`src/inc/srs_pkg.sv`:
```
// Constants, register map and types for the step rate and ramp scaler
package srs_pkg;

   // Core clock and the step reference derived from it
   localparam int unsigned CLK_HZ          = 100_000_000;
   localparam int unsigned REF_HZ          = 16_000_000;
   localparam int unsigned REF_GCD         = 4_000_000;
   localparam logic [7:0]  REF_INC         = 8'(REF_HZ / REF_GCD);
   localparam logic [7:0]  REF_MOD         = 8'(CLK_HZ / REF_GCD);

   // Scaling exponents: 2048 * 32 = 2^16, acceleration uses 2^29
   localparam int unsigned VEL_SCALE_EXP   = 16;
   localparam int unsigned ACC_SCALE_EXP   = 29;
   localparam logic [4:0]  STEP_SHIFT_BASE = 5'(VEL_SCALE_EXP);
   localparam logic [4:0]  RAMP_SHIFT_BASE = 5'(ACC_SCALE_EXP - VEL_SCALE_EXP);
   localparam logic signed [5:0] LIM_LO_OFS = 6'sh01;
   localparam logic signed [5:0] LIM_UP_OFS = 6'sh0C;
   localparam logic signed [5:0] LIM_EXP_SAT = 6'sh0B;

   // Value ranges and reset values
   localparam logic [10:0] VEL_MAX         = 11'h7FF;
   localparam logic [10:0] ACC_MAX         = 11'h7FF;
   localparam logic [3:0]  DIV_MAX         = 4'hD;
   localparam logic [3:0]  MRES_MAX        = 4'h8;
   localparam logic [3:0]  MRES_RST        = 4'h8;
   localparam logic [3:0]  PDIV_RST        = 4'h3;
   localparam logic [3:0]  RDIV_RST        = 4'h7;
   localparam logic [10:0] VMAX_RST        = 11'h000;
   localparam logic [10:0] ACC_RST         = 11'h000;

   // Register offsets (byte addresses)
   localparam logic [7:0]  OFS_CTRL        = 8'h00;
   localparam logic [7:0]  OFS_VMAX        = 8'h04;
   localparam logic [7:0]  OFS_VTGT        = 8'h08;
   localparam logic [7:0]  OFS_ACCEL       = 8'h0C;
   localparam logic [7:0]  OFS_PDIV        = 8'h10;
   localparam logic [7:0]  OFS_RDIV        = 8'h14;
   localparam logic [7:0]  OFS_MRES        = 8'h18;
   localparam logic [7:0]  OFS_TPOS        = 8'h1C;
   localparam logic [7:0]  OFS_APOS        = 8'h20;
   localparam logic [7:0]  OFS_AVEL        = 8'h24;
   localparam logic [7:0]  OFS_STAT        = 8'h28;
   localparam logic [7:0]  OFS_LIMS        = 8'h2C;

   // Field layouts
   localparam int unsigned STAT_MOVING_BIT = 0;
   localparam int unsigned STAT_REACH_BIT  = 1;
   localparam int unsigned STAT_DIR_BIT    = 2;
   localparam int unsigned LIM_UP_LSB      = 16;

   // Command codes in CTRL[1:0]
   localparam logic [1:0]  CMD_HALT        = 2'h0;
   localparam logic [1:0]  CMD_ROTATE      = 2'h1;
   localparam logic [1:0]  CMD_MOVE        = 2'h2;

   typedef enum logic [3:0] {
      ST_IDLE   = 4'b0001,
      ST_ROTATE = 4'b0010,
      ST_MOVE   = 4'b0100,
      ST_BRAKE  = 4'b1000
   } srs_state_t;

endpackage

```
`src/inc/srs_accum_if.sv`:
```
// Control and carry of one rate accumulator
interface srs_accum_if;
   logic        en;
   logic        clr;
   logic [10:0] inc;
   logic [4:0]  shift;
   logic        pulse;

   modport owner (output en, clr, inc, shift, input pulse);
   modport accum (input en, clr, inc, shift, output pulse);
endinterface

```
`src/core/srs_ref_tick.sv`:
```
// Fractional divider giving a 16 MHz enable pulse from the core clock
module srs_ref_tick
(
   input  wire logic core_clk_i,
   input  wire logic rst_n_i,
   output logic      tick_o
);
   import srs_pkg::*;

   typedef struct packed {
      logic [7:0] acc;
      logic       tick;
   } srs_tick_st_t;

   srs_tick_st_t st_ff;
   srs_tick_st_t nxt_st;

   always_comb
   begin
      nxt_st      = st_ff;
      nxt_st.tick = 1'b0;
      if (st_ff.acc + REF_INC >= REF_MOD)
      begin
         nxt_st.acc  = st_ff.acc + REF_INC - REF_MOD;
         nxt_st.tick = 1'b1;
      end
      else
      begin
         nxt_st.acc = st_ff.acc + REF_INC;
      end
   end

   always_ff @(posedge core_clk_i or negedge rst_n_i)
   begin
      if (!rst_n_i)
         st_ff <= '0;
      else
         st_ff <= nxt_st;
   end

   assign tick_o = st_ff.tick;
endmodule // srs_ref_tick

```
`src/core/srs_rate_accum.sv`:
```
// Phase accumulator: carries once per 2^shift of summed increments
module srs_rate_accum
(
   input  wire logic  core_clk_i,
   input  wire logic  rst_n_i,
   srs_accum_if.accum acc_if
);
   import srs_pkg::*;

   typedef struct packed {
      logic [29:0] acc;
      logic        pulse;
   } srs_acc_st_t;

   srs_acc_st_t st_ff;
   srs_acc_st_t nxt_st;

   always_comb
   begin
      logic [30:0] sum;
      logic [30:0] lim;
      sum          = {1'b0, st_ff.acc} + 31'(acc_if.inc);
      lim          = 31'h1 << acc_if.shift;
      nxt_st       = st_ff;
      nxt_st.pulse = 1'b0;
      if (acc_if.clr)
      begin
         nxt_st.acc = '0;
      end
      else if (acc_if.en)
      begin
         if (sum >= lim)
         begin
            nxt_st.acc   = 30'(sum - lim);
            nxt_st.pulse = 1'b1;
         end
         else
         begin
            nxt_st.acc = sum[29:0];
         end
      end
   end

   always_ff @(posedge core_clk_i or negedge rst_n_i)
   begin
      if (!rst_n_i)
         st_ff <= '0;
      else
         st_ff <= nxt_st;
   end

   assign acc_if.pulse = st_ff.pulse;
endmodule // srs_rate_accum

```
`src/core/srs_step_rate_ramp_scaler.sv`:
```
// Single-axis step pulse generator with velocity and acceleration scaling
module srs_step_rate_ramp_scaler
(
   input  wire logic        core_clk_i,
   input  wire logic        rst_n_i,
   input  wire logic [7:0]  bus_addr_i,
   input  wire logic [31:0] bus_wdata_i,
   input  wire logic        bus_wr_i,
   input  wire logic        bus_rd_i,
   output logic [31:0]      bus_rdata_o,
   output logic             step_o,
   output logic             dir_o,
   output logic             fullstep_o,
   output logic             moving_o
);
   import srs_pkg::*;

   typedef struct packed {
      srs_state_t         st;
      logic [10:0]        vmax;
      logic signed [11:0] vtgt;
      logic [10:0]        accel;
      logic [3:0]         pdiv;
      logic [3:0]         rdiv;
      logic [3:0]         mres;
      logic signed [31:0] tpos;
      logic signed [31:0] pos;
      logic signed [11:0] vel;
      logic [31:0]        ramp_steps;
      logic [7:0]         ustep;
      logic               step;
      logic               dir;
      logic               full;
      logic               moving;
      logic [31:0]        rdata;
   } srs_core_st_t;

   srs_core_st_t st_ff;
   srs_core_st_t nxt_st;

   logic               ref_tick;
   logic [10:0]        vel_abs;
   logic signed [32:0] rem;
   logic [32:0]        rem_abs;
   logic               near;
   logic signed [5:0]  exp_lo;
   logic signed [5:0]  exp_up;
   logic [10:0]        lim_lo;
   logic [10:0]        lim_up;
   logic [10:0]        acc_pos;
   logic [10:0]        acc_use;
   logic signed [11:0] vtgt_lim;
   logic [10:0]        goal_mag;
   logic signed [11:0] goal;
   logic [7:0]         ustep_mask;

   srs_accum_if step_if ();
   srs_accum_if ramp_if ();

   function automatic logic [10:0] sat_u11(input logic [31:0] v, input logic [10:0] mx);
      sat_u11 = (v > 32'(mx)) ? mx : v[10:0];
   endfunction

   function automatic logic [3:0] sat_u4(input logic [31:0] v, input logic [3:0] mx);
      sat_u4 = (v > 32'(mx)) ? mx : v[3:0];
   endfunction

   function automatic logic signed [11:0] sat_s12(input logic signed [31:0] v,
                                                  input logic [10:0] mx);
      if (v > $signed({21'h0, mx}))
         sat_s12 = $signed({1'b0, mx});
      else if (v < -$signed({21'h0, mx}))
         sat_s12 = -$signed({1'b0, mx});
      else
         sat_s12 = v[11:0];
   endfunction

   srs_ref_tick u_ref_tick
   (
      .core_clk_i (core_clk_i),
      .rst_n_i    (rst_n_i),
      .tick_o     (ref_tick)
   );

   srs_rate_accum u_step_accum
   (
      .core_clk_i (core_clk_i),
      .rst_n_i    (rst_n_i),
      .acc_if     (step_if)
   );

   srs_rate_accum u_ramp_accum
   (
      .core_clk_i (core_clk_i),
      .rst_n_i    (rst_n_i),
      .acc_if     (ramp_if)
   );

   assign vel_abs = st_ff.vel[11] ? 11'(-st_ff.vel) : st_ff.vel[10:0];
   assign rem     = 33'(st_ff.tpos) - 33'(st_ff.pos);
   assign rem_abs = rem[32] ? 33'(-rem) : 33'(rem);
   assign near    = rem_abs <= {1'b0, st_ff.ramp_steps};

   // Positioning acceleration window from the divisor gap
   assign exp_lo  = $signed({2'b00, st_ff.rdiv}) - $signed({2'b00, st_ff.pdiv}) - LIM_LO_OFS;
   assign exp_up  = $signed({2'b00, st_ff.rdiv}) - $signed({2'b00, st_ff.pdiv}) + LIM_UP_OFS;
   assign lim_lo  = (exp_lo < 0) ? 11'h001 :
                    (exp_lo >= LIM_EXP_SAT) ? ACC_MAX :
                    11'(12'h001 << exp_lo[3:0]);
   assign lim_up  = (exp_up < 0) ? 11'h000 :
                    (exp_up >= LIM_EXP_SAT) ? ACC_MAX :
                    11'((12'h001 << exp_up[3:0]) - 12'h001);
   assign acc_pos = (st_ff.accel < lim_lo) ? ((lim_lo > lim_up) ? lim_up : lim_lo) :
                    (st_ff.accel > lim_up) ? lim_up : st_ff.accel;
   assign acc_use = (st_ff.st == ST_MOVE) ? acc_pos : st_ff.accel;

   // Velocity goal for the ramp per state
   assign vtgt_lim = sat_s12(32'(st_ff.vtgt), st_ff.vmax);
   assign goal_mag = near ? 11'h001 : st_ff.vmax;
   always_comb
   begin
      case (st_ff.st)
         ST_ROTATE: goal = vtgt_lim;
         ST_MOVE:   goal = (rem == 0) ? 12'sh000 :
                           rem[32] ? -$signed({1'b0, goal_mag}) : $signed({1'b0, goal_mag});
         default:   goal = 12'sh000;
      endcase
   end

   // Velocity ramp: one internal unit per 2^(ramp_div+13) summed accelerations
   assign ramp_if.en    = ref_tick && (st_ff.vel != goal);
   assign ramp_if.clr   = (st_ff.vel == goal);
   assign ramp_if.inc   = acc_use;
   assign ramp_if.shift = 5'(st_ff.rdiv) + RAMP_SHIFT_BASE;

   // Step rate: one step per 2^(pulse_div+16) summed velocities at 16 MHz
   assign step_if.en    = ref_tick && (st_ff.vel != 0);
   assign step_if.clr   = (st_ff.vel == 0);
   assign step_if.inc   = vel_abs;
   assign step_if.shift = 5'(st_ff.pdiv) + STEP_SHIFT_BASE;

   assign ustep_mask = 8'((9'h001 << st_ff.mres) - 9'h001);

   always_comb
   begin
      nxt_st       = st_ff;
      nxt_st.step  = 1'b0;
      nxt_st.full  = 1'b0;
      nxt_st.rdata = '0;

      // Motion
      if (ramp_if.pulse && (st_ff.vel != goal))
         nxt_st.vel = (goal > st_ff.vel) ? st_ff.vel + 12'sh001 : st_ff.vel - 12'sh001;

      if (step_if.pulse && (st_ff.vel != 0) && !((st_ff.st == ST_MOVE) && (rem == 0)))
      begin
         nxt_st.step  = 1'b1;
         nxt_st.dir   = ~st_ff.vel[11];
         nxt_st.pos   = st_ff.vel[11] ? st_ff.pos - 32'sh1 : st_ff.pos + 32'sh1;
         nxt_st.ustep = st_ff.vel[11] ? st_ff.ustep - 8'h01 : st_ff.ustep + 8'h01;
         nxt_st.full  = ((nxt_st.ustep & ustep_mask) == 8'h00);
         if (st_ff.st == ST_MOVE)
         begin
            if (near)
               nxt_st.ramp_steps = (st_ff.ramp_steps != 0) ? st_ff.ramp_steps - 32'h1 : '0;
            else if (vel_abs < st_ff.vmax)
               nxt_st.ramp_steps = st_ff.ramp_steps + 32'h1;
         end
      end

      case (st_ff.st)
         ST_IDLE:
         begin
            nxt_st.vel = 12'sh000;
         end
         ST_ROTATE:
         begin
            nxt_st.st = ST_ROTATE;
         end
         ST_MOVE:
         begin
            if (rem == 0)
            begin
               nxt_st.vel        = 12'sh000;
               nxt_st.ramp_steps = '0;
               nxt_st.st         = ST_IDLE;
            end
         end
         ST_BRAKE:
         begin
            if (st_ff.vel == 0)
               nxt_st.st = ST_IDLE;
         end
         default:
         begin
            nxt_st.st  = ST_IDLE;
            nxt_st.vel = 12'sh000;
         end
      endcase

      // Register writes
      if (bus_wr_i)
      begin
         case (bus_addr_i)
            OFS_CTRL:
            begin
               case (bus_wdata_i[1:0])
                  CMD_ROTATE: nxt_st.st = ST_ROTATE;
                  CMD_MOVE:
                  begin
                     nxt_st.st         = ST_MOVE;
                     nxt_st.ramp_steps = '0;
                  end
                  default:    nxt_st.st = (st_ff.vel == 0) ? ST_IDLE : ST_BRAKE;
               endcase
            end
            OFS_VMAX:  nxt_st.vmax  = sat_u11(bus_wdata_i, VEL_MAX);
            OFS_VTGT:  nxt_st.vtgt  = sat_s12($signed(bus_wdata_i), VEL_MAX);
            OFS_ACCEL: nxt_st.accel = sat_u11(bus_wdata_i, ACC_MAX);
            OFS_PDIV:  nxt_st.pdiv  = sat_u4(bus_wdata_i, DIV_MAX);
            OFS_RDIV:  nxt_st.rdiv  = sat_u4(bus_wdata_i, DIV_MAX);
            OFS_MRES:  nxt_st.mres  = sat_u4(bus_wdata_i, MRES_MAX);
            OFS_TPOS:  nxt_st.tpos  = $signed(bus_wdata_i);
            OFS_APOS:  nxt_st.pos   = $signed(bus_wdata_i);
            default:   nxt_st.rdata = '0;
         endcase
      end

      // Register reads, data stand one cycle after the strobe
      if (bus_rd_i)
      begin
         case (bus_addr_i)
            OFS_CTRL:  nxt_st.rdata = {28'h0, st_ff.st};
            OFS_VMAX:  nxt_st.rdata = {21'h0, st_ff.vmax};
            OFS_VTGT:  nxt_st.rdata = 32'(st_ff.vtgt);
            OFS_ACCEL: nxt_st.rdata = {21'h0, st_ff.accel};
            OFS_PDIV:  nxt_st.rdata = {28'h0, st_ff.pdiv};
            OFS_RDIV:  nxt_st.rdata = {28'h0, st_ff.rdiv};
            OFS_MRES:  nxt_st.rdata = {28'h0, st_ff.mres};
            OFS_TPOS:  nxt_st.rdata = st_ff.tpos;
            OFS_APOS:  nxt_st.rdata = st_ff.pos;
            OFS_AVEL:  nxt_st.rdata = 32'(st_ff.vel);
            OFS_STAT:
            begin
               nxt_st.rdata[STAT_MOVING_BIT] = st_ff.moving;
               nxt_st.rdata[STAT_REACH_BIT]  = (st_ff.st == ST_IDLE) && (rem == 0);
               nxt_st.rdata[STAT_DIR_BIT]    = st_ff.dir;
            end
            OFS_LIMS:
            begin
               nxt_st.rdata[10:0]                   = lim_lo;
               nxt_st.rdata[LIM_UP_LSB +: 11]       = lim_up;
            end
            default:   nxt_st.rdata = '0;
         endcase
      end

      nxt_st.moving = (nxt_st.st != ST_IDLE) || (nxt_st.vel != 0);
   end

   always_ff @(posedge core_clk_i or negedge rst_n_i)
   begin
      if (!rst_n_i)
      begin
         st_ff       <= '0;
         st_ff.st    <= ST_IDLE;
         st_ff.vmax  <= VMAX_RST;
         st_ff.accel <= ACC_RST;
         st_ff.pdiv  <= PDIV_RST;
         st_ff.rdiv  <= RDIV_RST;
         st_ff.mres  <= MRES_RST;
         st_ff.dir   <= 1'b1;
      end
      else
      begin
         st_ff <= nxt_st;
      end
   end

   assign bus_rdata_o = st_ff.rdata;
   assign step_o      = st_ff.step;
   assign dir_o       = st_ff.dir;
   assign fullstep_o  = st_ff.full;
   assign moving_o    = st_ff.moving;
endmodule // srs_step_rate_ramp_scaler

```
`config.mk`:
```
export PLATFORM = sky130hd
export DESIGN_NAME = srs_step_rate_ramp_scaler
export DESIGN_NICKNAME = d
export VERILOG_FILES = /design/src/inc/srs_pkg.sv /design/src/inc/srs_accum_if.sv /design/src/core/srs_ref_tick.sv /design/src/core/srs_rate_accum.sv /design/src/core/srs_step_rate_ramp_scaler.sv
export SDC_FILE = /design/constraint.sdc
export NUM_CORES = 1
export LEC_CHECK = 0
export BUFFER_PORTS_ARGS = -buffer_cell sky130_fd_sc_hd__buf_2
export CAP_MARGIN = 15
export CORE_ASPECT_RATIO = 1.4
export CORE_MARGIN = 5
export CORE_UTILIZATION = 65
export CTS_CLUSTER_DIAMETER = 40
export CTS_CLUSTER_SIZE = 10
export DETAILED_ROUTE_END_ITERATION = 12
export PLACE_DENSITY = 0.94
export SETUP_SLACK_MARGIN = 0.05
export SLEW_MARGIN = 40
export SYNTH_ARGS = -nofsm -noshare
export SYNTH_HDL_FRONTEND = slang
export SYNTH_HIERARCHICAL = 1
export SYNTH_SLANG_ARGS = --single-unit
```
`constraint.sdc`:
```
create_clock -name core_clk_i -period 14.09 [get_ports core_clk_i]
set_input_delay 2.818 -clock core_clk_i [delete_from_list [all_inputs] [get_ports core_clk_i]]
set_output_delay 2.818 -clock core_clk_i [all_outputs]
set_load 0.02 [all_outputs]
```
### After elaboration in Yosys (flattened, before gate mapping)

Cells that the tools add are included.

| word-level totals | value |
|---|---|
| logic and storage cells | 193 |
| output and inout port bits | 36 |
| register bits | 273 |
| input bits | 44 |

| cells by class | value |
|---|---|
| reduce and logical (&&, ||, !) cells | 26 |
| $lt $le $gt $ge | 20 |
| $add $sub $neg | 27 |
| shift operators | 5 |
| equality and inequality tests | 20 |
| bitwise logic cells | 2 |
| mux-type cells | 70 |

Operator list:

| kind | number |
|---|---|
| $mux W32 | 13 |
| $mux W11 | 13 |
| $mux W30 | 4 |
| $mux W114 | 1 |
| $mux W12 | 9 |
| $reduce_bool A32 Y1 | 3 |
| $pmux W8 S11 | 1 |
| $gt A32 B4 Y1 const B | 2 |
| $add A30 B11 Y31 | 2 |
| $ge A31 B31 Y1 | 2 |
| $mux W31 | 2 |
| $shl A1 B5 Y31 const A | 2 |
| $sub A30 B30 Y30 | 2 |
| $pmux W11 S5 | 1 |
| $pmux W12 S2 | 2 |
| $mux W44 | 1 |
| $mux W43 | 1 |
| $pmux W5 S4 | 2 |
| $mux W4 | 9 |
| $pmux W3 S12 | 1 |
| $le A33 B32 Y1 | 1 |
| $logic_not A33 Y1 | 1 |
| $mux W33 | 1 |
| $neg A33 Y33 | 1 |
| 59 further kinds | 93 |

### Logic depth before layout (Yosys ltp)

| logic depth | value |
|---|---|
| word-level depth | 17 |
| depth in mapped cells | 52 |
| gate-level depth less buffers | 50 |

### Modules after synthesis

The synthesis kept the hierarchy.

By module, submodules not included:

| module | seq. area each (um^2) | cells each | area each (um^2) | instances |
|---|---|---|---|---|
| srs_step_rate_ramp_scaler | 5064.9 | 2615 | 20587.2 | 1 |
| srs_rate_accum | 775.7 | 587 | 4280.4 | 2 |
| srs_ref_tick | 225.2 | 56 | 601.8 | 1 |

### Worst setup path before layout

OpenSTA, ideal clock, no wires.

| path | value |
|---|---|
| kind | flip-flop to flip-flop |
| start | reg, netlist name st_ff[88] |
| end | reg st_ff, in the netlist moving_o |
| data required time | 13.947 ns |
| slack | 3.794 ns |
| arrival time | 10.153 ns |
| cell stages (with the launch flop) | 49 |
| buffers on the path | 3 |
| clock period less this slack | 10.296 ns |
| library setup time | 0.143 ns |
| path through | dfrtp_1 ha_1 fa_1 nand2b_1 a21o_1 a21oi_4 a31oi_2 a211o_1 o21ai_1 a2111oi_0 nor2_1 clkbuf_1 nor2_1 xnor2_1 ha_1 a21o_1 a21o_1 a21oi_1 (+13 left out) o31ai_1 ha_1 nand4_1 nor3_1 nand2b_1 ha_1 a21o_1 a21o_1 a21o_1 a21oi_1 o21ai_0 a21o_1 a2111oi_0 nor3_1 mux2i_1 xnor2_1 a41o_1 nand4b_1 |

RTL lines:

| element | line | RTL |
|---|---|---|
| end signal, assigned | srs_step_rate_ramp_scaler.sv:276 | `st_ff <= nxt_st;` |
| end, declared | srs_step_rate_ramp_scaler.sv:38 | `srs_core_st_t st_ff;` |

==> results by stage <==
Status:
- The flow ran to the end, and the final reports show no timing, DRC or antenna violations.

Layout:
- The most frequent standard cell in the layout excluding fill and tap cells is sky130_fd_sc_hd__nand2_1.
- The final instance area is 31880 um^2.
- At the end of the flow, the number of nets in the layout was 4154.
- The fill cell total of the finished layout is 3406.
- The top cell types in the final layout, fill and taps aside, are 416 x sky130_fd_sc_hd__nand2_1, 375 x sky130_fd_sc_hd__nor2_1, 317 x sky130_fd_sc_hd__a21oi_1.
- The fraction of layout cells with a size suffix above 1 is 8.468%.
- Compared with the post-synthesis result, the final layout area differs by 7.175%.

Critical path:
- The critical path startpoint category is a register.
- In this run the critical register-to-register path is launched from st_ff[161].
- Along the worst path, the maximum fanout reaches 18.
- The count of cells along the worst register-to-register path is 44.
- The endpoint of the worst-slack reg-to-reg timing path is u_ramp_accum/st_ff[13].
- The required time of the worst setup path is 14540 ps.
- The most numerous cell on the critical path is sky130_fd_sc_hd__o21a_1.
- The worst-path cell with the longest stage delay is sky130_fd_sc_hd__dfstp_2.
- STA classifies the critical path endpoint as a register.
- The stage delay of the slowest cell on the critical path is between 600 and 700 ps.
- The critical path class is register to register.
- Setup slack on the worst reg-to-reg path comes out at 2080 ps.
- The arrival time of data at the critical path endpoint is between 10000 and 15000 ps.

Placed design:
- The final weighted congestion in routability-driven placement is ~1.0.
- The number of port buffers is 79.
- After detailed placement, the total cell area comes to 30240 um^2.
- Detailed placement finished with a half-perimeter wire length of 69930 um.
- The worst slack at placement is 2440 ps.

Timing:
- Setup repair after global routing left no endpoint under its margin.
- The final period demand of the worst path is 12010 ps.
- The number of hold violations in the final report is 0.
- Based on the critical path, the design can be clocked at up to 83.30 MHz.
- The final setup violation count is 0.
- For the pin with the worst max-slew slack, the measured transition is 845.0 ps.
- The worst setup margin is 2085 ps.
- After routing, the total negative slack on setup checks comes to 0 ps.
- The final period utilization is 85.20%.
- The max-slew violation count is 0.
- On the final layout, the worst clock skew is 34.29 ps.
- The headroom to the max-slew limit is about 43%.

Die:
- The total area inside the core boundary comes to around 45000 um^2.
- In this run the core area contains 92 standard-cell rows.
- For this configuration, the core starts out at a cell density of 65.93%.
- The die area is 50210 um^2.
- The die is ~190 um wide.
- 80 I/O pins were placed.
- The y dimension of the die is 263.1 um.

Global routing:
- The initial antenna violation count was 5.
- The first global-routing pass estimated 154500 um of wire.
- After global routing the overflow that remains totals 0.
- Global routing used a little under two fifths of the available tracks.
- The largest net degree at the start of global routing is 72.
- The number of global-route vias before repair was 30300.

Yosys:
- The async set-or-reset flop fraction in the synthesized netlist is 100.0%.
- The mean cell area of the mapped netlist is 7.737 um^2.
- For this run, the leading register cell type out of synthesis is sky130_fd_sc_hd__dfrtp_1.
- The warning count from the yosys run is 6.
- The number of register bits inferred by synthesis is 273.
- The synthesized design contains 0 enable-type register cells.
- The sequential element share of the synthesized area is 23.00%.
- In this run the cell area of the synthesized design comes to 29750 um^2.
- Synthesis handed over a netlist of 3845 instances.
- The count of unique library cells instantiated by Yosys is 110.

Clock tree:
- The number of clock sinks is 273.
- The number of levels in the clock H-tree is 2.
- Clock tree synthesis inserted a total of 46 buffers.
- Clock-pin slew was measured on the worst setup and hold paths at 60 ps.
- For this design, the CTS-stage hold fixing added 0 buffers.
- The longest clock path from root to sink contains 3 buffers.
- At the later pin of the worst-skew pair, clock insertion delay measures ~600 ps.
- The count of buffers added by post-CTS timing repair for setup is 0.
- The number of cells upsized or downsized after cts is 0.
- The CTS tree is yes.
- The root cell of the clock tree is sky130_fd_sc_hd__clkbuf_16.

Min path:
- The depth of the worst hold-timing path is 2.
- The beginning of the worst hold path is st_ff[40].
- The path with the worst hold slack has its endpoint at st_ff[40].
- The path type of the worst min-delay path is register to register.

Routing:
- For this run, the detailed router's first-pass iteration total came to 10.
- The DRC violation count after routing is 0.
- In the final routed layout, each cell accounts on average for 21.98 um.
- The number of design-rule violations left by the first detailed-router iteration is 3833.
- The total met2 wirelength after detailed routing is 45430 um.
- The routed length on met1 is 33160 um.
- The highest routed metal layer is met5.
- The count of nets left with antenna violations after detail routing is 0.
- The routed layout has 31010 vias.
- Dividing the detail-routed via count by the number of cells gives approximately 7.
- The final routed wirelength across all metal layers is approximately 100000 um.
- The routed design uses 9538 um of met3 wire.

Power:
- The worst-case IR drop observed on VDD is between 0.09 and 0.1 mV.
- The static leakage power is 14.62 nW.
- The power density of the placed cells is 96.72 nW/um^2.

Flow run:
- The number of max-cap violations is 0.
==> flip-flops by register name, summed over array words and instances, names as in the netlist <==
| name | cells |
|---|---|
| step_o | 1 |
| moving_o | 1 |
| u_ref_tick/st_ff | 8 |
| dir_o | 1 |
| u_ref_tick/tick_o | 1 |
| st_ff | 166 |
| u_ramp_accum/st_ff | 30 |
| bus_rdata_o | 32 |
| u_step_accum/acc_if.pulse | 1 |
| u_step_accum/st_ff | 30 |
| u_ramp_accum/acc_if.pulse | 1 |
| fullstep_o | 1 |
==> worst max path at each step <==
| stage | endpoint | start | depth (start not counted) |
|---|---|---|---|
| finish | u_ramp_accum/st_ff[13] | st_ff[161] | 44 |
| detailed placement | moving_o | st_ff[93] | 48 |
| CTS | moving_o | st_ff[93] | 47 |
| global placement | u_ramp_accum/st_ff[13] | st_ff[161] | 40 |
| global route | u_ramp_accum/st_ff[13] | st_ff[162] | 40 |
| floorplan | moving_o | st_ff[88] | 48 |
==> cell usage after synthesis, types with 14 or more instances <==
cell	count	area (um^2)
sky130_fd_sc_hd__inv_1	193	724.4
sky130_fd_sc_hd__dfrtp_1	265	6631
sky130_fd_sc_hd__a311oi_1	24	210.2
sky130_fd_sc_hd__o21a_1	38	285.3
sky130_fd_sc_hd__nor2b_1	56	350.3
sky130_fd_sc_hd__nor3_1	105	525.5
sky130_fd_sc_hd__o21ai_1	16	80.08
sky130_fd_sc_hd__nand3b_1	14	105.1
sky130_fd_sc_hd__nor2_1	380	1426
sky130_fd_sc_hd__a21oi_1	317	1587
sky130_fd_sc_hd__ha_1	308	3854
sky130_fd_sc_hd__a22oi_1	44	330.3
sky130_fd_sc_hd__o21bai_1	26	195.2
sky130_fd_sc_hd__nand2b_1	59	369.1
sky130_fd_sc_hd__mux2i_1	29	290.3
sky130_fd_sc_hd__o31ai_1	30	225.2
sky130_fd_sc_hd__mux2_2	39	439.2
sky130_fd_sc_hd__and3_1	36	225.2
sky130_fd_sc_hd__a21o_1	78	585.6
sky130_fd_sc_hd__nand3_1	101	505.5
sky130_fd_sc_hd__buf_4	41	307.8
sky130_fd_sc_hd__clkbuf_1	146	548.0
sky130_fd_sc_hd__xor2_1	76	665.6
sky130_fd_sc_hd__and2_1	22	137.6
sky130_fd_sc_hd__a221oi_1	20	175.2
sky130_fd_sc_hd__buf_2	18	90.09
sky130_fd_sc_hd__xnor2_1	168	1471
sky130_fd_sc_hd__nor4_1	41	256.5
sky130_fd_sc_hd__or3_1	24	150.1
sky130_fd_sc_hd__a31oi_1	73	456.7
sky130_fd_sc_hd__a211oi_1	46	345.3
sky130_fd_sc_hd__nand2_1	417	1565
sky130_fd_sc_hd__o211ai_1	34	255.2
sky130_fd_sc_hd__nand4_1	72	450.4
sky130_fd_sc_hd__o21ai_0	196	980.9
==> stage by stage <==
step / hold WS, ps / power (mW) / util [%] / instances
after global placement: 460.5 / 1.795 / 66.93 / 4355
after CTS: 478.0 / 3.054 / 70.64 / 4437
after detailed placement: 466.5 / 1.822 / 67.02 / 4356
after floorplan: 401.2 / 1.584 / - / 3849
final: 487.5 / 3.084 / 70.66 / 4439
after global routing: 492.1 / 3.209 / 70.65 / 4437
==> cell families after synthesis <==
logic type / share of synthesized area [%]
other: 0.01261
multiplexers: 2.452
adder cells (fa/ha/maj): 13.56
flip-flops: 23.00
XOR/XNOR: 7.238
AO/OA/AOI/OAI: 25.05
AND/OR/NAND/NOR: 22.70
buffers and inverters: 5.985
==> critical path, delay by kind of cell, from the launching register on <==
| family | cells | cell delay (ps) |
|---|---|---|
| AO/OA/AOI/OAI | 21 | 5190 |
| XOR/XNOR | 2 | 280 |
| adder cells (fa/ha/maj) | 7 | 2610 |
| buffers and inverters | 3 | 400 |
| flip-flops | 1 | 660 |
| multiplexers | 1 | 340 |
| AND/OR/NAND/NOR | 10 | 2340 |
==> power breakdown <==
group / internal [mW] / total [mW] / switching [mW]
Sequential: 0.805 / 0.851 / 0.0456
Clock: 0.788 / 1.23 / 0.444
Combinational: 0.379 / 1.00 / 0.622
Total: 1.97 / 3.08 / 1.11
==> cell type report <==
class,count,area (um^2),area share (%)
inverters,194,729.5,2.288
clock inverters,25,404.1,1.268
repair buffers,113,679.4,2.131
diodes,2,5.005,0.01570
well taps,611,764.5,2.398
flip-flops and latches,273,6843,21.46
multi-input cells,3165,21230,66.59
clock buffers,56,1229,3.854
==> per-layer routing <==
metal  vias to the layer above  track usage [%]
li1                      13900                -
met1                     14390            40.15
met2                      1991            62.45
met3                       725            9.078
met4                         8            28.36
met5                         -                0
Power figures use the tool's default switching activity.
